$ cat config.mk
export PLATFORM = sky130hd
export DESIGN_NAME = qdcc_top
export DESIGN_NICKNAME = d
export VERILOG_FILES = /design/src/rtl/qdcc_pkg.sv /design/src/rtl/qdcc_top.sv /design/src/rtl/qdcc_pin_sync.sv
export SDC_FILE = /design/constraint.sdc
export NUM_CORES = 1
export LEC_CHECK = 0
export BUFFER_PORTS_ARGS = -buffer_cell sky130_fd_sc_hd__buf_2
export CAP_MARGIN = 20
export CELL_PAD_IN_SITES_DETAIL_PLACEMENT = 0
export CELL_PAD_IN_SITES_GLOBAL_PLACEMENT = 1
export CORE_ASPECT_RATIO = 0.7
export CORE_MARGIN = 1
export CORE_UTILIZATION = 47
export CTS_CLUSTER_DIAMETER = 40
export DETAILED_ROUTE_END_ITERATION = 8
export GPL_TIMING_DRIVEN = 1
export PLACE_DENSITY_LB_ADDON = 0.1
export RECOVER_POWER = 100
export SYNTH_ARGS = -nofsm -noshare
export SYNTH_HDL_FRONTEND = slang
export SYNTH_HIERARCHICAL = 1
export SYNTH_SLANG_ARGS = --single-unit
$ cat constraint.sdc
create_clock -name clk -period 7 [get_ports clk]
set_input_delay 0.7 -clock clk [delete_from_list [all_inputs] [get_ports clk]]
set_output_delay 0.7 -clock clk [all_outputs]
set_load 0.02 [all_outputs]
$ cat src/rtl/qdcc_pkg.sv
// Package of constants and types for the quad converter command control.
package qdcc_pkg;
   localparam int FRAME_BITS = 32;
   localparam logic [5:0] FRAME_LAST = 6'h1f;
   // Field positions inside the 32-bit frame.
   localparam int CMD_MSB = 27;
   localparam int CMD_LSB = 24;
   localparam int ADDR_MSB = 23;
   localparam int ADDR_LSB = 20;
   localparam int CODE_MSB = 19;
   localparam int CODE_LSB = 4;
   localparam int PD_MSB = 9;
   localparam int PD_LSB = 8;
   localparam int CHAIN_BIT = 1;
   localparam int VREF_BIT = 0;
   // Command codes.
   localparam logic [3:0] CMD_WR_INPUT = 4'h0;
   localparam logic [3:0] CMD_UPD_DAC = 4'h1;
   localparam logic [3:0] CMD_WR_UPD_ALL = 4'h2;
   localparam logic [3:0] CMD_WR_UPD_ONE = 4'h3;
   localparam logic [3:0] CMD_PWR = 4'h4;
   localparam logic [3:0] CMD_CLRSEL = 4'h5;
   localparam logic [3:0] CMD_LDMASK = 4'h6;
   localparam logic [3:0] CMD_SETUP = 4'h8;
   localparam logic [3:0] ADDR_ALL = 4'hf;
   // Clear codes and reset values.
   localparam logic [15:0] CLR_ZERO = 16'h0000;
   localparam logic [15:0] CLR_MID = 16'h8000;
   localparam logic [15:0] CLR_FULL = 16'hffff;
   localparam logic [1:0] CLRSEL_NOP = 2'h3;
   localparam logic [1:0] CLRSEL_RST = 2'h0;
   localparam logic [3:0] LDMASK_RST = 4'h0;
   localparam logic [1:0] SETUP_RST = 2'h0;
   localparam logic [1:0] PWR_RST = 2'h0;
   localparam logic [15:0] CODE_RST = 16'h0000;

   typedef enum logic [1:0] {
      QDCC_PWR_NORMAL = 2'h0,
      QDCC_PWR_1K = 2'h1,
      QDCC_PWR_100K = 2'h2,
      QDCC_PWR_TRI = 2'h3
   } qdcc_pwr_t;

   // Frame state: idle, shifting, waiting for frame select to rise.
   typedef enum logic [1:0] {
      QDCC_IDLE = 2'b00,
      QDCC_SHIFT = 2'b01,
      QDCC_DONE = 2'b11
   } qdcc_state_t;

   // Decoded frame handed on the 32nd falling edge.
   typedef struct packed {
      logic [3:0] cmd;
      logic [3:0] addr;
      logic [15:0] code;
      logic [3:0] low;
      logic [1:0] pd;
   } qdcc_frame_t;

   // Synchronised pin levels and their edges.
   typedef struct packed {
      logic sclkFall;
      logic frameLow;
      logic clrFall;
      logic loadLow;
   } qdcc_pins_t;
endpackage : qdcc_pkg

$ cat src/rtl/qdcc_top.sv
// Command and control logic of a quad 16-bit converter behind a serial link.
//
// Functional notes
// - 32-bit MSB-first frame, acts on edge 32
// - Command 1000 updates chain and reference
// - Setup bit 1 chain, bit 0 reference
// - Command 0100 applies power mode
// - Mode bits 9:8 select normal/1k/100k/tristate
// - Bits 3:0 select channels D to A
// - Clear pin acts on falling edge only
// - Clear loads input and output registers
// - Clear selection from frame bits 1:0
// - Selection maps 0000, 8000, ffff; 11 ignored
// - Clear selection resets to zero scale
// - Command 0101 writes clear selection
// - Clear mode ends at next frame end
// - Clear during a frame aborts it
// - Load pin low updates on edge 32
// - Load pin high holds; falling copies all
// - Command 0011 writes one, updates all
// - Command 0110 writes override mask bits 3:0
// - Override channels update immediately
// - Override mask resets to zero
`timescale 1ns/100ps
`default_nettype none
module qdcc_top
   import qdcc_pkg::*;
(
   input wire logic clk, // System clock, 50 MHz.
   input wire logic sys_rst, // Asynchronous reset, active high.
   input wire logic frame_sel_n, // Frame select, active low.
   input wire logic shift_clk, // Serial shift clock from the host.
   input wire logic data_in, // Serial data, MSB first.
   input wire logic async_clear_n, // Clear pin, falling edge acts.
   input wire logic load_outputs_n, // Load pin, active low.
   output logic chain_mode_enable, // Daisy-chain mode enabled.
   output logic vref_enable, // On-chip reference turned on.
   output logic [1:0] clear_sel, // Stored clear code selection.
   output logic [3:0] load_override_mask, // Per-channel override.
   output logic clear_mode, // Outputs held at the clear code.
   output logic [7:0] pwr_mode, // Two mode bits per channel, A lowest.
   output logic [63:0] dac_code // Output register codes, A lowest.
);
   qdcc_pins_t pins;
   logic frameLevel;
   logic loadLevel;

   // Every pin crosses into the clk domain; shift clock edges are found here.
   // The link clock is only sampled, so each of its half periods must span
   // at least two clk cycles for an edge to be seen.
   qdcc_pin_sync uSclk (
      .clk(clk), .sys_rst(sys_rst), .pinIn(shift_clk),
      .level(), .fell(pins.sclkFall)
   );
   qdcc_pin_sync uFrame (
      .clk(clk), .sys_rst(sys_rst), .pinIn(frame_sel_n),
      .level(frameLevel), .fell()
   );
   qdcc_pin_sync uClr (
      .clk(clk), .sys_rst(sys_rst), .pinIn(async_clear_n),
      .level(), .fell(pins.clrFall)
   );
   qdcc_pin_sync uLoad (
      .clk(clk), .sys_rst(sys_rst), .pinIn(load_outputs_n),
      .level(loadLevel), .fell()
   );

   // Both pins are active low, so the struct carries the asserted sense.
   assign pins.frameLow = ~frameLevel;
   assign pins.loadLow = ~loadLevel;

   // Frame capture state.
   qdcc_state_t state_ff, nxt_state;
   logic [31:0] shift_ff, nxt_shift;
   logic [5:0] count_ff, nxt_count;
   logic frameDone;
   qdcc_frame_t frm;
   logic frameActive;
   logic [2:0] sd_ff, nxt_sd;
   logic sdSample_ff, nxt_sdSample;

   // A frame is open while the synchronised select is low; a bounce on the
   // select line only counts once the sync stages agree.
   assign frameActive = pins.frameLow;

   // Shift on each falling edge; the 32nd completes the frame.
   always_comb begin
      nxt_state = state_ff;
      nxt_shift = shift_ff;
      nxt_count = count_ff;
      frameDone = 1'b0;
      case (state_ff)
         QDCC_IDLE: begin
            // The count restarts so no bit of an earlier frame is reused.
            nxt_count = 6'h00;
            if (frameActive) begin
               nxt_state = QDCC_SHIFT;
            end
         end
         QDCC_SHIFT: begin
            if (!frameActive) begin
               nxt_state = QDCC_IDLE;
            end else if (pins.clrFall) begin
               // The rest of an aborted frame is ignored until select rises.
               nxt_state = QDCC_DONE;
            end else if (pins.sclkFall) begin
               nxt_shift = {shift_ff[30:0], sdSample_ff};
               nxt_count = count_ff + 6'h01;
               if (count_ff == FRAME_LAST) begin
                  frameDone = 1'b1;
                  nxt_state = QDCC_DONE;
               end
            end
         end
         QDCC_DONE: begin
            // Bits beyond the 32nd are ignored until select rises.
            if (!frameActive) begin
               nxt_state = QDCC_IDLE;
            end
         end
         default: nxt_state = QDCC_IDLE;
      endcase
   end

   // Frame capture flops.
   always_ff @(posedge clk or posedge sys_rst) begin
      if (sys_rst) begin
         state_ff <= QDCC_IDLE;
         shift_ff <= 32'h0000_0000;
         count_ff <= 6'h00;
      end else begin
         state_ff <= nxt_state;
         shift_ff <= nxt_shift;
         count_ff <= nxt_count;
      end
   end

   // Data runs one stage behind the clock's edge detector, so the bit taken
   // on a falling edge is the one that stood before that edge.
   always_comb begin
      nxt_sd = {sd_ff[1:0], data_in};
      nxt_sdSample = sd_ff[2];
   end

   // Data sampling flops.
   always_ff @(posedge clk or posedge sys_rst) begin
      if (sys_rst) begin
         sd_ff <= 3'h0;
         sdSample_ff <= 1'b0;
      end else begin
         sd_ff <= nxt_sd;
         sdSample_ff <= nxt_sdSample;
      end
   end

   // Field split of the completed word, MSB first.
   logic [31:0] fullWord;
   assign fullWord = {shift_ff[30:0], sdSample_ff};
   assign frm.cmd = fullWord[CMD_MSB:CMD_LSB];
   assign frm.addr = fullWord[ADDR_MSB:ADDR_LSB];
   assign frm.code = fullWord[CODE_MSB:CODE_LSB];
   assign frm.low = fullWord[3:0];
   assign frm.pd = fullWord[PD_MSB:PD_LSB];

   // Control registers and channel registers.
   logic [1:0] setup_ff, nxt_setup;
   logic [1:0] clrsel_ff, nxt_clrsel;
   logic [3:0] mask_ff, nxt_mask;
   logic clrMode_ff, nxt_clrMode;
   logic [7:0] pwr_ff, nxt_pwr;
   logic [15:0] inReg_ff [4];
   logic [15:0] dacReg_ff [4];
   logic [15:0] nxtIn [4];
   logic [15:0] nxtDac [4];
   logic [15:0] clrCode;
   logic [63:0] dacOut;

   // Clear code lookup from the stored selection.
   // Selection 11 is never stored, so the default branch means zero.
   always_comb begin
      case (clrsel_ff)
         2'h1: clrCode = CLR_MID;
         2'h2: clrCode = CLR_FULL;
         default: clrCode = CLR_ZERO;
      endcase
   end

   // Control registers change only on a completed, unaborted frame; clear mode is also set by a clear edge.
   always_comb begin
      nxt_setup = setup_ff;
      nxt_clrsel = clrsel_ff;
      nxt_mask = mask_ff;
      nxt_clrMode = clrMode_ff;
      nxt_pwr = pwr_ff;
      // A clear edge wins over a frame ending in the same cycle.
      if (pins.clrFall) begin
         nxt_clrMode = 1'b1;
      end else if (frameDone) begin
         nxt_clrMode = 1'b0;
         case (frm.cmd)
            CMD_SETUP: nxt_setup = frm.low[1:0];
            CMD_CLRSEL: begin
               if (frm.low[1:0] != CLRSEL_NOP) begin
                  nxt_clrsel = frm.low[1:0];
               end
            end
            CMD_LDMASK: nxt_mask = frm.low;
            CMD_PWR: begin
               for (int c = 0; c < 4; c++) begin
                  if (frm.low[c]) begin
                     nxt_pwr[2*c +: 2] = frm.pd;
                  end
               end
            end
            default: nxt_setup = setup_ff;
         endcase
      end
   end

   // Channel registers, one slice per channel.
   genvar ch;
   generate
      for (ch = 0; ch < 4; ch++) begin : gChan
         logic hit;
         logic isWrite;
         logic takeNow;
         logic copyIn;
         // A frame addresses this channel by number or by broadcast.
         assign hit = (frm.addr == 4'(ch)) || (frm.addr == ADDR_ALL);
         // Only the write commands touch the input register.
         assign isWrite = frameDone && hit &&
            (frm.cmd == CMD_WR_INPUT || frm.cmd == CMD_WR_UPD_ALL ||
             frm.cmd == CMD_WR_UPD_ONE);
         // Pin low, override set or a write-and-update command puts the new
         // code straight into the output register.
         assign takeNow = pins.loadLow || mask_ff[ch] ||
            frm.cmd == CMD_WR_UPD_ALL || frm.cmd == CMD_WR_UPD_ONE;
         // Software load copies every input register; the update command
         // copies only the channels selected by the low bits.
         assign copyIn = frameDone && (frm.cmd == CMD_WR_UPD_ALL ||
            frm.cmd == CMD_WR_UPD_ONE ||
            (frm.cmd == CMD_UPD_DAC && frm.low[ch]));
         // The clear edge has priority, since a frame ending in the same
         // cycle is abandoned then.
         always_comb begin
            nxtIn[ch] = inReg_ff[ch];
            nxtDac[ch] = dacReg_ff[ch];
            if (pins.clrFall) begin
               nxtIn[ch] = clrCode;
               nxtDac[ch] = clrCode;
            end else begin
               if (isWrite) begin
                  nxtIn[ch] = frm.code;
               end
               if (isWrite && takeNow) begin
                  nxtDac[ch] = frm.code;
               end else if (copyIn) begin
                  nxtDac[ch] = inReg_ff[ch];
               end else if (pins.loadLow) begin
                  nxtDac[ch] = inReg_ff[ch];
               end
            end
         end
         // Input and output registers of this channel.
         always_ff @(posedge clk or posedge sys_rst) begin
            if (sys_rst) begin
               inReg_ff[ch] <= CODE_RST;
               dacReg_ff[ch] <= CODE_RST;
            end else begin
               inReg_ff[ch] <= nxtIn[ch];
               dacReg_ff[ch] <= nxtDac[ch];
            end
         end
         assign dacOut[16*ch +: 16] = dacReg_ff[ch];
      end
   endgenerate

   // Control register flops; mask and selection reset to their defaults.
   // Power modes reset to normal operation on every channel.
   always_ff @(posedge clk or posedge sys_rst) begin
      if (sys_rst) begin
         setup_ff <= SETUP_RST;
         clrsel_ff <= CLRSEL_RST;
         mask_ff <= LDMASK_RST;
         clrMode_ff <= 1'b0;
         pwr_ff <= {4{PWR_RST}};
      end else begin
         setup_ff <= nxt_setup;
         clrsel_ff <= nxt_clrsel;
         mask_ff <= nxt_mask;
         clrMode_ff <= nxt_clrMode;
         pwr_ff <= nxt_pwr;
      end
   end

   // Outputs are plain copies of flops, with no logic in between.
   assign chain_mode_enable = setup_ff[CHAIN_BIT];
   assign vref_enable = setup_ff[VREF_BIT];
   assign clear_sel = clrsel_ff;
   assign load_override_mask = mask_ff;
   assign clear_mode = clrMode_ff;
   assign pwr_mode = pwr_ff;
   assign dac_code = dacOut;
endmodule : qdcc_top
`default_nettype wire

$ cat src/rtl/qdcc_pin_sync.sv
// Three-stage synchroniser with edge detection for one outside pin.
`timescale 1ns/100ps
`default_nettype none
module qdcc_pin_sync (
   input wire logic clk, // System clock.
   input wire logic sys_rst, // Asynchronous reset, active high.
   input wire logic pinIn, // Raw pin from outside the clock domain.
   output logic level, // Agreed level of the pin.
   output logic fell // One-cycle pulse on an agreed falling edge.
);
   logic [2:0] stage_ff;
   logic [2:0] nxt_stage;
   logic level_ff;
   logic nxt_level;

   // A change only counts once the second and third stages agree.
   always_comb begin
      nxt_stage = {stage_ff[1:0], pinIn};
      nxt_level = level_ff;
      if (stage_ff[1] == stage_ff[2]) begin
         nxt_level = stage_ff[2];
      end
   end

   // Every pin idles high, so the stages reset high and no false edge follows.
   always_ff @(posedge clk or posedge sys_rst) begin
      if (sys_rst) begin
         stage_ff <= 3'h7;
         level_ff <= 1'b1;
      end else begin
         stage_ff <= nxt_stage;
         level_ff <= nxt_level;
      end
   end

   assign level = level_ff;
   assign fell = level_ff & ~nxt_level;
endmodule : qdcc_pin_sync
`default_nettype wire

==> results.sh <==
export IMPL_status="complete, but fails checks"
export IMPL_violations="max-capacitance violations, max-slew violations"
export IMPL_vias_per_cell=6.14
export IMPL_critPathCaptureType="register"
export IMPL_hold_violations=0
export IMPL_synth_cells=1056
export IMPL_core_area_um2=21700
export IMPL_maxSlewHeadroom_pct=-241
export IMPL_port_buffers=87
export IMPL_multi_input_area_um2=4810
export IMPL_synth_area_um2=10400
export IMPL_cts_root_buffer="clkbuf_16"
export IMPL_fill_cells=1986
export IMPL_fin_setup_tns_ns=0
export IMPL_fmax_ghz=0.195
export IMPL_h_tree_depth=4
export IMPL_cp_cell_sequence="nor3b_2 > clkbuf_1 > nand2_1 > nand2_1 > a211oi_1 > o31ai_1 > o311a_1"
export IMPL_vias=8468
export IMPL_grt_pass1_wl_um=48200
export IMPL_dp_hpwl_um=18500
export IMPL_cts_made_buffers=17
export IMPL_synthesis_nets=1065
export IMPL_grt_max_degree=111
export IMPL_final_setup_skew_ns=0.0121
export IMPL_die_area_um2=22800
export IMPL_max_stage_delay_ns=1.99
export IMPL_critical_path_slowest_cell="clkbuf_1"
export IMPL_io_pins=88
export IMPL_path_clk_slew_ns=0.07
export IMPL_syn_to_final_growth_pct=10.4
export IMPL_stdcell_count=1380
export IMPL_slew_violations=215
export IMPL_fin_crit_ns=5.14
export IMPL_grt_pass1_vias=7886
export IMPL_final_cell_mix="184 x dfrtp_1, 108 x nor2_1, 85 x clkbuf_1"
export IMPL_critPathLaunchType="register"
export IMPL_period_share_pct=73.4
export IMPL_grt_use_total_pct=27.5
export IMPL_critPathRequiredTime_ns=7.38
export IMPL_start_util_pct=48.0
export IMPL_ir_drop_uv=179
export IMPL_cts_sinks=200
export IMPL_regArea_um2=5020
export IMPL_die_h_um=127
export IMPL_rsz0062_at_grt="no"
export IMPL_dp_slack_ns=3.35
export IMPL_drc=0
export IMPL_yosys_warnings=6
export IMPL_clock_latency_ns=0.45
export IMPL_setup_violations=0
export IMPL_antenna_found_initial=0
export IMPL_cts_resized=0
export IMPL_drtIter0Drc=840
export IMPL_overflow=0
export IMPL_critPathArrivalTime_ns=5.51
export IMPL_max_slew_worst_pin_slew_ns=5.09
export IMPL_power_density_nw_per_um2=262
export IMPL_cp_max_fo=60
export IMPL_setup_ws_ns=1.86
export IMPL_placedCellCount=1344
export IMPL_syn_avg_cell_area_um2=9.88
export IMPL_routed_wirelength_um=30400
export IMPL_routedWlPerCell_um=22.0
export IMPL_path_buf_inv=1
export IMPL_hold_buffers=0
export IMPL_layout_nets=1091
export IMPL_drtPass1Iterations=5
export IMPL_holdCritPathClass="input port to register"
export IMPL_cts_tree="yes"
export IMPL_path_delay_family="buffers and inverters"
export IMPL_cap_violations=3
export IMPL_timing_hold_ws_ns=0.351
export IMPL_gp_congestion=0.793
export IMPL_die_x_um=180
export IMPL_cp_common_cell="nand2_1"
export IMPL_rows=45
export IMPL_final_common_cell="dfrtp_1"
export IMPL_drive_above_1_share_pct=14.5
export IMPL_critPathKind="register to register"
export IMPL_leakagePower_nw=4.80
export IMPL_cts_buffer_depth=2
export IMPL_post_cts_buffers=0
export IMPL_antenna_left=0
## worst register-to-register path, delay by kind of cell (launching register included)
| kind | cells | cell delay [ns] |
|---|---|---|
| AND/OR/NAND/NOR | 3 | 1.93 |
| buffers and inverters | 1 | 1.99 |
| AO/OA/AOI/OAI | 3 | 0.63 |
| flip-flops | 1 | 0.53 |
## metrics by stage
step / util, % / instance area (um^2) / power [mW]
global placement: 50.8 / 11000 / 2.06
finish: 53.0 / 11500 / 3.01
global route: 52.9 / 11500 / 3.17
floorplan: - / 10400 / 1.87
detailed placement: 50.8 / 11000 / 2.07
CTS: 53.5 / 11600 / 3.05
## metal layers
layer,track usage (%),routed length [um]
met4,7.64,507
met5,0,0
met2,36.8,12300
met1,44.3,15800
met3,5.11,1760
## report_power, final
| part | switching, mW | internal (mW) | total [mW] |
|---|---|---|---|
| Combinational | 0.360 | 0.244 | 0.603 |
| Sequential | 0.137 | 1.29 | 1.43 |
| Clock | 0.474 | 0.509 | 0.983 |
## worst paths after layout
kind / from / endpoint / slack, ns / cells after the start
setup reg to reg: uClr/level / dac_code[59] / 1.86 / 7
max in group asynchronous: sys_rst / shift_ff[6] / 2.53 / 3
hold reg to reg: sd_ff[2] / sdSample_ff / 0.36 / 0
setup / recovery: uClr/level / dac_code[59] / 1.86 / 7
hold / removal: shift_clk / uSclk/stage_ff[0] / 0.35 / 1
min in group asynchronous: sys_rst / uFrame/stage_ff[0] / 0.40 / 2
## sequential cells by signal (all words and copies together) (netlist names)
register	cells
sd_ff	3
state_ff	2
clear_mode	1
count_ff	6
sdSample_ff	1
uLoad/stage_ff	3
dac_code	64
load_override_mask	4
uLoad/level	1
clear_sel	2
setup_ff	2
uClr/stage_ff	3
uFrame/level	1
uSclk/stage_ff	3
uFrame/stage_ff	3
inReg_ff	64
uClr/level	1
uSclk/level	1
pwr_mode	8
shift_ff	27
## area by class of cell
class	instances	area share, %
clock buffer	18	3.81
timing repair buffer	107	4.30
antenna	3	0.0652
sequential	200	43.6
tap	282	3.06
clock inverter	14	1.22
inverter	66	2.16
multi-input combinational	690	41.7
(Power assumes the default switching activity.)
